==> config.mk <==
export PLATFORM = sky130hd
export DESIGN_NAME = fpar_top
export DESIGN_NICKNAME = d
export VERILOG_FILES = /design/src/hw/fpar_pkg.sv /design/src/hw/fpar_ramp_if.sv /design/src/hw/fpar_ramp.sv /design/src/hw/fpar_top.sv
export SDC_FILE = /design/constraint.sdc
export NUM_CORES = 1
export LEC_CHECK = 0
export BUFFER_PORTS_ARGS = -buffer_cell sky130_fd_sc_hd__buf_2
export CAP_MARGIN = 20
export CORE_UTILIZATION = 50
export DETAILED_ROUTE_END_ITERATION = 10
export GPL_ROUTABILITY_DRIVEN = 0
export GPL_TIMING_DRIVEN = 0
export PLACE_DENSITY_LB_ADDON = 0.12
export SYNTH_ARGS = -nofsm -noshare
export SYNTH_HDL_FRONTEND = slang
export SYNTH_SLANG_ARGS = --single-unit
==> constraint.sdc <==
create_clock -name clk_i -period 7.3 [get_ports clk_i]
set_clock_uncertainty 0.1 [all_clocks]
set_input_delay 1.095 -clock clk_i [delete_from_list [all_inputs] [get_ports clk_i]]
set_output_delay 1.095 -clock clk_i [all_outputs]
set_load 0.05 [all_outputs]
==> src/hw/fpar_pkg.sv <==
// Shared constants and types for the fan ramp and floor control block
package fpar_pkg;

	// Widths and counts
	localparam int FPAR_NDRV = 3;
	typedef logic [7:0] fpar_byte_t;
	typedef logic [2:0] fpar_rate_t;
	typedef logic [FPAR_NDRV-1:0][7:0] fpar_duty_t;

	// Register map
	localparam fpar_byte_t FPAR_ADDR_ONE = 8'h62;
	localparam fpar_byte_t FPAR_ADDR_TWO = 8'h63;
	localparam fpar_byte_t FPAR_RST_ONE = 8'h00;
	localparam fpar_byte_t FPAR_RST_TWO = 8'h00;
	localparam fpar_byte_t FPAR_RD_IDLE = 8'h00;

	// Field positions in the first register
	localparam int FPAR_ONE_RATE_LSB = 0;
	localparam int FPAR_ONE_EN_BIT = 3;
	localparam int FPAR_ONE_SYNC_BIT = 4;
	localparam int FPAR_ONE_FLOOR_LSB = 5;

	// Field positions in the second register
	localparam int FPAR_TWO_RATE_LSB = 0;
	localparam int FPAR_TWO_EN_BIT = 3;

	// Duty values and ramp pacing
	localparam fpar_byte_t FPAR_DUTY_OFF = 8'h00;
	localparam logic [1:0] FPAR_SLOW_LAST = 2'h3;
	localparam logic [1:0] FPAR_PRE_ZERO = 2'h0;
	localparam logic [1:0] FPAR_PRE_ONE = 2'h1;
	localparam fpar_rate_t FPAR_RATE_NONE = 3'h0;

	// Duty increment per time slot for each ramp code
	function automatic fpar_byte_t fpar_step(input fpar_rate_t rate);
		case (rate)
			3'h0: fpar_step = 8'h01;
			3'h1: fpar_step = 8'h02;
			3'h2: fpar_step = 8'h03;
			3'h3: fpar_step = 8'h04;
			3'h4: fpar_step = 8'h08;
			3'h5: fpar_step = 8'h0C;
			3'h6: fpar_step = 8'h18;
			default: fpar_step = 8'h30;
		endcase
	endfunction

endpackage

==> src/hw/fpar_ramp_if.sv <==
// Interface between the control top and one duty ramp engine
interface fpar_ramp_if;
	logic [7:0] target;
	logic [2:0] rate;
	logic en;
	logic slow;
	logic tick;
	logic [7:0] duty;

	modport ctrl(output target, output rate, output en, output slow, output tick, input duty);
	modport ramp(input target, input rate, input en, input slow, input tick, output duty);
endinterface

==> src/hw/fpar_ramp.sv <==
// Duty ramp engine for one fan drive
module fpar_ramp (
	// Clock and reset
	input wire logic clk_i,
	input wire logic nrst_i,
	// Control side
	fpar_ramp_if.ramp rif
);
	import fpar_pkg::*;

	logic [7:0] duty_reg;
	logic [7:0] duty_next;
	logic [1:0] pre_reg;
	logic [1:0] pre_next;

	// Step size and the clamped candidates in both directions
	wire [7:0] step_w = fpar_step(rif.rate);
	wire [8:0] up_sum = {1'b0, duty_reg} + {1'b0, step_w};
	wire [7:0] up_val = (up_sum >= {1'b0, rif.target}) ? rif.target : up_sum[7:0];
	wire [7:0] dn_gap = duty_reg - rif.target;
	wire [7:0] dn_val = (dn_gap <= step_w) ? rif.target : 8'(duty_reg - step_w);
	wire [7:0] ramp_val = (duty_reg < rif.target) ? up_val : dn_val;
	// Slow mode moves on one slot in four
	wire slow_wait = rif.slow && (pre_reg != FPAR_SLOW_LAST);

	// Next duty; clamping stops overshoot when the target moves mid-ramp
	always_comb begin
		duty_next = duty_reg;
		pre_next = pre_reg;
		if (rif.tick) begin
			if (!rif.en) begin
				duty_next = rif.target;
				pre_next = FPAR_PRE_ZERO;
			end else if (slow_wait) begin
				pre_next = 2'(pre_reg + FPAR_PRE_ONE);
			end else begin
				duty_next = ramp_val;
				pre_next = FPAR_PRE_ZERO;
			end
		end
	end

	// State
	always_ff @(posedge clk_i or negedge nrst_i) begin
		if (!nrst_i) begin
			duty_reg <= FPAR_DUTY_OFF;
			pre_reg <= FPAR_PRE_ZERO;
		end else begin
			duty_reg <= duty_next;
			pre_reg <= pre_next;
		end
	end

	assign rif.duty = duty_reg;
endmodule

==> src/hw/fpar_top.sv <==
// Fan ramp, floor and tach sync control with its two registers
module fpar_top (
	// Clock and reset
	input wire logic clk_i,
	input wire logic nrst_i,
	// Register port
	input wire fpar_pkg::fpar_byte_t addr_i,
	input wire fpar_pkg::fpar_byte_t wdata_i,
	input wire logic wr_i,
	input wire logic rd_i,
	output fpar_pkg::fpar_byte_t rdata_o,
	// Global configuration lock
	input wire logic lock_i,
	// Fan control loop, index 0 = drive A, 1 = B, 2 = C
	input wire logic [fpar_pkg::FPAR_NDRV-1:0] auto_mode_i,
	input wire logic [fpar_pkg::FPAR_NDRV-1:0] below_floor_i,
	input wire logic [fpar_pkg::FPAR_NDRV-1:0] slow_ramp_i,
	input wire fpar_pkg::fpar_duty_t calc_duty_i,
	input wire fpar_pkg::fpar_duty_t min_duty_i,
	input wire logic update_tick_i,
	// Duty outputs
	output fpar_pkg::fpar_duty_t duty_o,
	// Speed measurement sync, index 0 = input B, 1 = C, 2 = D
	output logic [fpar_pkg::FPAR_NDRV-1:0] tach_sync_o
);
	import fpar_pkg::*;

	fpar_byte_t one_reg;
	fpar_byte_t one_next;
	fpar_byte_t two_reg;
	fpar_byte_t two_next;
	fpar_byte_t rdata_reg;
	fpar_byte_t rdata_next;
	fpar_byte_t rd_value;
	logic written_reg;

	// Address decode; lock blocks both registers at the write gate
	wire hit_one = (addr_i == FPAR_ADDR_ONE);
	wire hit_two = (addr_i == FPAR_ADDR_TWO);
	wire wr_ok = wr_i && !lock_i;
	wire wr_one = wr_ok && hit_one;
	wire wr_two = wr_ok && hit_two;

	// Register next values
	assign one_next = wr_one ? wdata_i : one_reg;
	assign two_next = wr_two ? wdata_i : two_reg;

	// Read mux; unmapped addresses read as zero
	always_comb begin
		if (hit_one) begin
			rd_value = one_reg;
		end else if (hit_two) begin
			rd_value = two_reg;
		end else begin
			rd_value = FPAR_RD_IDLE;
		end
	end

	// Read data stands only in the cycle after the strobe
	assign rdata_next = rd_i ? rd_value : FPAR_RD_IDLE;

	// Register storage
	always_ff @(posedge clk_i or negedge nrst_i) begin
		if (!nrst_i) begin
			one_reg <= FPAR_RST_ONE;
			two_reg <= FPAR_RST_TWO;
			rdata_reg <= FPAR_RD_IDLE;
		end else begin
			one_reg <= one_next;
			two_reg <= two_next;
			rdata_reg <= rdata_next;
		end
	end

	// Tracks whether software has ever written a register
	always_ff @(posedge clk_i or negedge nrst_i) begin
		if (!nrst_i) begin
			written_reg <= 1'b0;
		end else if (wr_one || wr_two) begin
			written_reg <= 1'b1;
		end
	end

	assign rdata_o = rdata_reg;

	// Field extraction
	wire [2:0] rate_a = one_reg[FPAR_ONE_RATE_LSB +: 3];
	wire en_a = one_reg[FPAR_ONE_EN_BIT];
	wire sync_b = one_reg[FPAR_ONE_SYNC_BIT];
	wire [2:0] floor_sel = one_reg[FPAR_ONE_FLOOR_LSB +: 3];
	wire [2:0] rate_c = two_reg[FPAR_TWO_RATE_LSB +: 3];
	wire en_c = two_reg[FPAR_TWO_EN_BIT];

	// Drive B ramp fields sit outside this register pair, so B is not ramped here
	wire [FPAR_NDRV-1:0][2:0] rate_w = {rate_c, FPAR_RATE_NONE, rate_a};
	wire [FPAR_NDRV-1:0] en_w = {en_c, 1'b0, en_a};

	// Speed input B follows the sync bit; C and D always sync to drive C
	assign tach_sync_o = {1'b1, 1'b1, sync_b};

	fpar_duty_t target_w;
	fpar_ramp_if rif [FPAR_NDRV] ();

	// Per-drive floor choice and ramp engine
	genvar g;
	generate
		for (g = 0; g < FPAR_NDRV; g++) begin : g_drv
			wire [7:0] floor_duty = floor_sel[g] ? min_duty_i[g] : FPAR_DUTY_OFF;
			wire below = auto_mode_i[g] && below_floor_i[g];
			assign target_w[g] = below ? floor_duty : calc_duty_i[g];
			assign rif[g].target = target_w[g];
			assign rif[g].rate = rate_w[g];
			assign rif[g].en = en_w[g];
			assign rif[g].slow = slow_ramp_i[g];
			assign rif[g].tick = update_tick_i;
			assign duty_o[g] = rif[g].duty;

			fpar_ramp u_fpar_ramp (
				.clk_i(clk_i),
				.nrst_i(nrst_i),
				.rif(rif[g])
			);
		end
	endgenerate
endmodule

**After elaboration in Yosys (flattened, before gate mapping)**

Cells that the tools add are included.

- Flip-flop bits (word level): 52
- Latch bits: 0
- Bits in writable memories: 0
- Bits in read-only memories: 0
- Input port bits: 79
- Output and inout port bits: 35
- Logic and storage cells: 78
- Memories: 0

- Add/sub/neg operators: 8
- Multipliers: 0
- Div/mod/pow operators: 0
- Magnitude comparators: 6
- Eq/ne operators: 18
- Shifts and indexed selects: 0
- Multiplexer cells: 25
- Bitwise logic cells: 0
- Reductions and logical operators: 13

Operators with widths:

| cell | count |
|---|---|
| $mux W8 | 19 |
| $pmux W6 S7 | 2 |
| $add A8 B6 Y9 | 2 |
| $eq A3 B3 Y1 const B | 6 |
| $ge A9 B8 Y1 | 2 |
| $eq A8 B7 Y1 const B | 2 |
| $le A8 B6 Y1 | 2 |
| $lt A8 B8 Y1 | 2 |
| $sub A8 B6 Y8 | 2 |
| $sub A8 B8 Y8 | 2 |
| $eq A3 B2 Y1 const B | 4 |
| $logic_and A1 B1 Y1 | 8 |
| $mux W2 | 4 |
| $ne A2 B2 Y1 const B | 4 |
| $eq A3 B1 Y1 const B | 2 |
| $logic_not A3 Y1 | 2 |
| $add A2 B1 Y2 const B | 2 |
| $reduce_and A2 Y1 | 2 |
| $logic_not A1 Y1 | 1 |

**Longest topological paths before layout**

Gate-level depths: netlist (run 1).

- Depth in word-level cells: 8
- Gate-level depth with buffers: 20
- Depth with buffers taken out: 19

**By module**

A second synthesis (run 1) with hierarchy kept.

- Cells, all modules: 918
- Area total of the unflattened synthesis: 7493.4 um2

Modules (own cells, without submodules):

| module | instances | cells an instance | area an instance (um2) | sequential area each (um2) |
|---|---|---|---|---|
| fpar_ramp at g_drv[1].u_fpar_ramp ... | 2 | 256 | 2069.5 | 250.2 |
| fpar_ramp at g_drv[0].u_fpar_ramp | 1 | 256 | 2019.4 | 250.2 |
| fpar_top | 1 | 150 | 1335.0 | 600.6 |

**Worst setup path before layout (run 1)**

OpenSTA, ideal clock, no wires.

- Kind: input to register
- Start point: in auto_mode_i[0] (netlist name)
- End point: reg g_drv[0].u_fpar_ramp.duty_reg[7]
- Library setup time: 0.122 ns
- Arrival: 4.219 ns
- Required time: 7.078 ns
- Slack: 2.859 ns
- Cell stages on the path: 18
- Buffers on the path: 1
- Path through: and2_1 -> clkbuf_1 -> and3_1 -> a21oi_1 -> ha_1 -> a21o_1 -> a31oi_1 -> and2_1 -> xnor2_1 -> ha_1 -> o21a_1 -> o22ai_1 -> a21oi_1 -> a31oi_1 -> nor3b_2 -> nand2_1 -> o21a_1 -> o2111a_1

- Cells in the longest elaborated chain, start to end: 8
- Elaborated cells between the ends (all ways): 11
- Classes of those cells: 1 x add/sub; 3 x order compare; 6 x mux; 1 x reduce/logical

Ends and longest elaborated chain:

| what | RTL line | source |
|---|---|---|
| start: declaration | fpar_top.sv:15 | `input wire logic [fpar_pkg::FPAR_NDRV-1:0] auto_mode_i,` |
| $logic_and A1 B1 Y1 * | fpar_top.sv:109 | `wire below = auto_mode_i[g] && below_floor_i[g];` |
| $mux W8 * | fpar_top.sv:110 | `assign target_w[g] = below ? floor_duty : calc_duty_i[g];` |
| $sub A8 B8 Y8 | fpar_ramp.sv:20 | `wire [7:0] dn_gap = duty_reg - rif.target;` |
| $le A8 B6 Y1 | fpar_ramp.sv:21 | `wire [7:0] dn_val = (dn_gap <= step_w) ? rif.target : 8'(duty_reg - step_w);` |
| $mux W8 | fpar_ramp.sv:21 |  |
| $mux W8 | fpar_ramp.sv:22 | `wire [7:0] ramp_val = (duty_reg < rif.target) ? up_val : dn_val;` |
| $mux W8 | fpar_ramp.sv:34 | `end else if (slow_wait) begin` |
| $mux W8 * | fpar_ramp.sv:31 | `if (!rif.en) begin` |
| end signal: assignment | fpar_ramp.sv:49 | `duty_reg <= duty_next;` |
| end: declaration | fpar_ramp.sv:11 | `logic [7:0] duty_reg;` |

Every way passes the cells marked *; elsewhere a longest branch is shown, timed or not. The select of a mux whose other input is x is not followed.
A chain may end at the register's enable or synchronous reset.

**Final worst setup path (run 1)**

Same ends and word-level chain as after synthesis.

==> reports/results.txt, run 1 <==
flop2flop setup slack -> 2.71 ns
pwr dens -> 271.8 nW/µm²
tightest hold margin -> 0.4098 ns
area grow syn2layout -> 15.74%
routed len/inst -> 16.41 µm
Max Fclk -> 198.6 MHz
share of layout cells above drive strength 1 -> 21.75%
number of flops mapped to enable cells by yosys -> 0
CTS Buffer Depth -> 2
clock share of power -> 10.7%
Max FO, Critical Path -> 8
TritonRoute pass-1 iters -> 4
Final Setup Violations -> 0
io pins -> 114
Worst path max stage delay -> 0.40 ns
Final Hold Fails -> 0
synth unique cells -> 72
vias in the first global route -> 4,988
peak supply drop -> 0.0002747 V
Nets -> 876
commonest non-fill, non-tap cell in the layout -> buf_2
Slew Limit Headroom -> 51.47%
Via Count -> 4,889
drt total wl -> 14,030 µm
total track usage -> 26.68%
startpoint types -> input port
Mapped Cells -> 604
shortest period the worst path allows -> 5.036 ns
sw power -> 0.8076 mW
clock sink count -> 52
Worst path slowest cell -> nor3b_2
Root Buffer Master -> clkbuf_8
Comb pwr share -> 66.0%
Crit Path Class -> in2reg
Die Wd -> 104.2 µm
post-route antenna net violation count -> 0
row count -> 36
# H-tree levels -> 2
core area -> 9955 µm²
Num CTS Buffers -> 5
crit path cell chain -> buf_2 -> and2_1 -> clkbuf_1 -> and3_1 -> a21oi_1 -> ha_1 -> a21o_1 -> a31oi_1 -> and2_1 -> xnor2_1 -> ha_1 -> nand2_1 -> o22ai_1 -> a21oi_1 -> a31oi_1 -> nor3b_2 -> nand2_1 -> o21a_1 -> o2111a_1
design area -> 6045 µm²
post-CTS sizing -> 0
Sw Share -> 49.16%
Final Max Slew Viols -> 0
Final WS setup -> 2.264 ns
syn_area_per_cell -> 8.647 µm²
Initial Util -> 52.46%
Die H -> 104.2 µm
most frequent cells in the layout -> buf_2 (109), ha_1 (70), nand2_1 (64)
CP required -> 7.41 ns
port bufs -> 108
Ys Warns -> 0
clock latency on the worst-skew pair -> 0.32 ns
HPWL Detailed -> 11,470 µm
Area after DPL -> 5953 µm²
Hold Crit Class -> reg2reg
die area -> 10,860 µm²
internal power -> 0.8353 mW
Synth async-reset ratio -> 100.0%
Clk pin slew, worst setup/hold paths -> 0.11 ns
setup_tns -> 0 ns
Worst-Margin Slew -> 0.7279 ns
Synth Cell Area -> 5223 µm²
sequential power share -> 23.3%
Residual DRC -> 0
CTS tree -> built
RSZ-0062 raised after global routing -> no
CTS hold repair buffers -> 0
status -> finished, final reports clean
drt initial violations -> 217
n_diodes -> 0
pin count of the biggest net entering global routing -> 40
FF+latch count, synth -> 52
setup bufs post-CTS -> 0
Seq/Total Area, Yosys -> 24.92%
Main synth FF type -> dfrtp_1
total power -> 1.643 mW
Max Cap Viol -> 0
vias per cell -> 5.718
initial antenna violation count -> 0
endpoint type of the worst setup path -> flop
first-pass GRT wire length -> 23,310 µm
P_leak -> 2.989 nW
Place WS -> 2.028 ns
FILL cells -> 913
total global routing overflow -> 0
crit share post-route -> 68.98%
max reg flops -> 24
CP Data Arrival Time -> 5.15 ns
==> cells in the mapped netlist (9+ instances only) <==
library cell   n  area [µm²]
nor2b_1       11       68.82
o21ai_0       17       85.08
dfrtp_1       52        1301
ha_1          70       875.8
and3_1        12       75.07
a31oi_1       10       62.56
o21a_1        15       112.6
xnor2_1       21       183.9
xor2_1        11       96.34
and2_1        10       62.56
mux2i_1       11       110.1
nor2_1        49       183.9
nand2_1       64       240.2
nand2b_1       9       56.30
nand3_1       25       125.1
clkbuf_1      14       52.55
mux2_2        16       180.2
inv_1         36       135.1
a21oi_1       33       165.2
==> cell families (layout without fill, tap and decap cells) <==
family | count (synthesis) | after routing | share of synthesized area (%)
xor+xnor | 32 | 32 | 5.367
flops | 52 | 52 | 24.92
mux | 27 | 27 | 5.558
buf+inv | 60 | 177 | 5.127
other cells | 1 | 2 | 0.07180
simple gates | 212 | 212 | 20.10
fa+ha+maj | 76 | 76 | 19.07
compound gates | 144 | 144 | 19.79
==> metrics by stage <==
stage | utilization, % | instances
6_report | 60.72 | 855
5_1_grt | 60.72 | 855
4_1_cts | 60.72 | 855
3_5_place_dp | 59.80 | 847
3_3_place_gp | 59.60 | 846
2_1_floorplan | - | 605
==> power by group through the flow <==
stage | Clock, mW | Sequential [mW] | Combinational (mW)
floorplan | 0 | 0.477 | 0.728
global placement | 0 | 0.386 | 1.03
detailed placement | 0 | 0.389 | 1.07
CTS | 0.180 | 0.382 | 1.08
global route | 0.192 | 0.389 | 1.20
finish | 0.176 | 0.383 | 1.08
==> final timing paths <==
| check | startpoint | endpoint | cells after the start |
|---|---|---|---|
| hold reg to reg | g_drv[2].u_fpar_ramp.pre_reg[1] | g_drv[2].u_fpar_ramp.pre_reg[1] | 1 |
| max in group asynchronous | nrst_i | two_reg[0] | 2 |
| min in group asynchronous | nrst_i | g_drv[0].u_fpar_ramp.rif.duty[6] | 1 |
| setup / recovery | auto_mode_i[0] | g_drv[0].u_fpar_ramp.rif.duty[7] | 19 |
| hold / removal | g_drv[2].u_fpar_ramp.pre_reg[1] | g_drv[2].u_fpar_ramp.pre_reg[1] | 1 |
| setup reg to reg | two_reg[0] | g_drv[2].u_fpar_ramp.rif.duty[6] | 19 |
==> critical path: cells and delay by family <==
kind | cells | cell delay, ns
buffers and inverters | 2 | 0.25
adders and majority gates | 2 | 0.66
AOI/OAI and AO/OA | 8 | 1.70
xor gates and xnor gates | 1 | 0.16
and+or+nand+nor | 6 | 1.27
==> cell type report <==
class                   instances  area [µm²]  share of cell area [%]
flip-flops and latches         52        1301                   21.53
well taps                     133       166.4                   2.753
clock buffers                   5       68.82                   1.138
repair buffers                109       560.5                   9.273
multi-input cells             493        3657                   60.51
inverters                      36       135.1                   2.236
clock inverters                 3       22.52                  0.3726
plain buffers                  24       132.6                   2.194
==> routing by layer <==
layer,up-vias,global-route usage (%),routed length [µm]
met4,0,11.12,451
met2,131,49.19,7082
met3,36,3.195,476
li1,2412,-,-
met1,2310,31.05,6021
met5,-,0,0
No activity file was read; power rests on OpenSTA's default activity.
==> run 2, diff against run 1 <==
==> constraint.sdc (replaced) <==
create_clock -name clk_i -period 4.3 [get_ports clk_i]
set_clock_uncertainty 0.1 [all_clocks]
set_input_delay 0.645 -clock clk_i [delete_from_list [all_inputs] [get_ports clk_i]]
set_output_delay 0.645 -clock clk_i [all_outputs]
set_load 0.05 [all_outputs]
==> run 2 against run 1 <==
  * Via count shrank 0.59%
  * Non-clock buffer count shrank 3
  * Critical path depth shrank 3
  * Clock-buffer cell count is the same
  * Cell area grew 1.2%
  * Sequential share of layout area shrank 0.26 points
  * Sequential power grew 71%
  * Combinational power grew 76%
  * Final cell count shrank 0.35%
  * Die area is the same
  * Setup slack lost 2.0 ns
  * Critical endpoint unchanged
  * Highest routed layer unchanged
==> reports/results.txt, run 2 (synthesis results as in run 1) <==
status -> finished, final reports clean
first-pass GRT wire length -> 23,290 µm (about the same)
CTS tree -> built
share of layout cells above drive strength 1 -> 23.78% (+2.0 points)
Multi-input gate area -> 3734 µm² (+2.1%)
Initial Util -> 52.46% (unchanged)
endpoint type of the worst setup path -> flop
Final Max Slew Viols -> 0 (unchanged)
total track usage -> 26.67% (about the same)
pin count of the biggest net entering global routing -> 40 (unchanged)
CP required -> 4.41 ns (-3.00 ns)
P_leak -> 2.998 nW (+0.33%)
# H-tree levels -> 2 (unchanged)
shortest period the worst path allows -> 4.065 ns
pwr dens -> 465.3 nW/µm² (+71%)
startpoint types -> flop
Root Buffer Master -> clkbuf_8
Die Wd -> 104.2 µm (unchanged)
area occupied by registers -> 1301 µm² (unchanged)
Final Setup Violations -> 0 (unchanged)
Core Util, Final -> 61.45% (+0.73 points)
clock sink count -> 52 (unchanged)
drt total wl -> 14,060 µm (+0.20%)
post-route antenna net violation count -> 0 (unchanged)
CTS Buffer Depth -> 2 (unchanged)
Place WS -> -0.5218 ns (-2.550 ns)
port bufs -> 108 (unchanged)
most frequent cells in the layout -> buf_2 (109), ha_1 (68), nand2_1 (63)
die area -> 10,860 µm² (unchanged)
row count -> 36 (unchanged)
Sw Share -> 48.89% (-0.26 points)
vias per cell -> 5.704 (-0.24%)
routed len/inst -> 16.50 µm (+0.55%)
Die H -> 104.2 µm (unchanged)
io pins -> 114 (unchanged)
Slew Limit Headroom -> 51.57% (+0.097 points)
Residual DRC -> 0 (unchanged)
Worst-Margin Slew -> 0.7265 ns (-0.001450 ns)
peak supply drop -> 0.0005197 V (+89%)
area grow syn2layout -> 17.13%
CP Data Arrival Time -> 4.17 ns (-0.98 ns)
initial antenna violation count -> 0 (unchanged)
Num CTS Buffers -> 5 (unchanged)
Max Cap Viol -> 0 (unchanged)
core area -> 9955 µm² (unchanged)
crit share post-route -> 94.53%
total global routing overflow -> 0 (unchanged)
commonest non-fill, non-tap cell in the layout -> buf_2
Max Fclk -> 246.0 MHz
Crit Path Class -> reg2reg
clock latency on the worst-skew pair -> 0.32 ns (about the same)
HPWL Detailed -> 11,470 µm (unchanged)
sw power -> 1.391 mW (+72%)
Clk pin slew, worst setup/hold paths -> 0.10 ns (about the same)
final instance count without filler cells -> 852 (-0.35%)
Comb pwr share -> 66.6% (+0.6 points)
Hold Crit Class -> in2async
vias in the first global route -> 4,992 (+0.080%)
Nets -> 873 (-0.34%)
FILL cells -> 905 (-0.88%)
TritonRoute pass-1 iters -> 4 (unchanged)
n_diodes -> 0 (unchanged)
drt initial violations -> 270 (+24%)
Final WS setup -> 0.2350 ns (-2.029 ns)
Via Count -> 4,860 (-0.59%)
DP Cell Count -> 847 (unchanged)
Final Hold Fails -> 0 (unchanged)
sequential power share -> 23.0% (-0.3 points)
max reg flops -> 24 (unchanged)
internal power -> 1.455 mW (+74%)
Max FO, Critical Path -> 7 (-1)
clock share of power -> 10.4% (-0.3 points)
==> run 2: what timing repair did <==
item / CTS / global route
pin swaps: 1 / 1
gates resized for setup: 4 / 12
setup buffers: 1 / 1
hold buffers: 0 / 0
setup endpoints to repair: 12 / 16
==> run 2: path summary, 6_finish.rpt <==
kind | slack, ns | cells past startpoint | end | from
max in group asynchronous | 3.46 | 2 | g_drv[0].u_fpar_ramp.rif.duty[1] | nrst_i
min reg2reg | 0.41 | 1 | g_drv[2].u_fpar_ramp.pre_reg[1] | g_drv[2].u_fpar_ramp.pre_reg[1]
max reg2reg | 0.24 | 16 | g_drv[0].u_fpar_ramp.rif.duty[7] | one_reg[0]
min | 0.11 | 1 | g_drv[1].u_fpar_ramp.rif.duty[3] | nrst_i
max | 0.24 | 16 | g_drv[0].u_fpar_ramp.rif.duty[7] | one_reg[0]
min in group clk_i | 0.41 | 1 | g_drv[2].u_fpar_ramp.pre_reg[1] | g_drv[2].u_fpar_ramp.pre_reg[1]
==> run 2: layout make-up <==
| class | count | area share [%] |
|---|---|---|
| multi-input combinational | 493 | 61.03 |
| buffer | 19 | 1.861 |
| clock inverter | 3 | 0.3682 |
| tap | 133 | 2.720 |
| sequential | 52 | 21.27 |
| timing repair buffer | 111 | 9.409 |
| clock buffer | 5 | 1.125 |
| inverter | 36 | 2.209 |
==> run 2: per-stage QoR <==
| stage | TNS, ns | cell area [µm²] | hold slack, ns | power [mW] |
|---|---|---|---|---|
| floorplan | 0 | 5226 | 0.2494 | 2.046 |
| global placement | -2.638 | 5933 | 0.3754 | 2.408 |
| detailed placement | -3.884 | 5953 | 0.3859 | 2.471 |
| CTS | 0 | 6067 | 0.1109 | 2.799 |
| global route | -0.01642 | 6117 | 0.1280 | 3.078 |
| finish | 0 | 6117 | 0.1148 | 2.846 |
==> run 2: power groups by stage <==
stage,clock network [mW],logic (mW),registers (mW)
2_1_floorplan,0,1.24,0.810
3_3_place_gp,0,1.75,0.655
3_5_place_dp,0,1.81,0.660
4_1_cts,0.306,1.84,0.649
5_1_grt,0.326,2.08,0.667
6_report,0.295,1.90,0.655
==> run 2: layer usage <==
layer / track usage, % / vias up / wire length (µm)
met5: 0 / - / 0
met1: 31.02 / 2303 / 6028
met3: 3.195 / 37 / 474
met2: 48.81 / 122 / 7053
met4: 11.94 / 0 / 503
li1: - / 2398 / -
==> run 2: critical path, stage by stage, from the launching register on <==
cell and delay [ns]:
dfrtp_1 0.49, xor2_1 0.20, nand2b_1 0.14, inv_1 0.13, fa_1 0.45, nor2b_2 0.19, o311a_4 0.33, o31ai_4 0.24
xnor2_1 0.19, ha_1 0.29, o21a_1 0.11, o21ai_0 0.14, a21oi_1 0.10, nor3_4 0.27, nand2_2 0.14, or3_1 0.33
o2111a_1 0.13
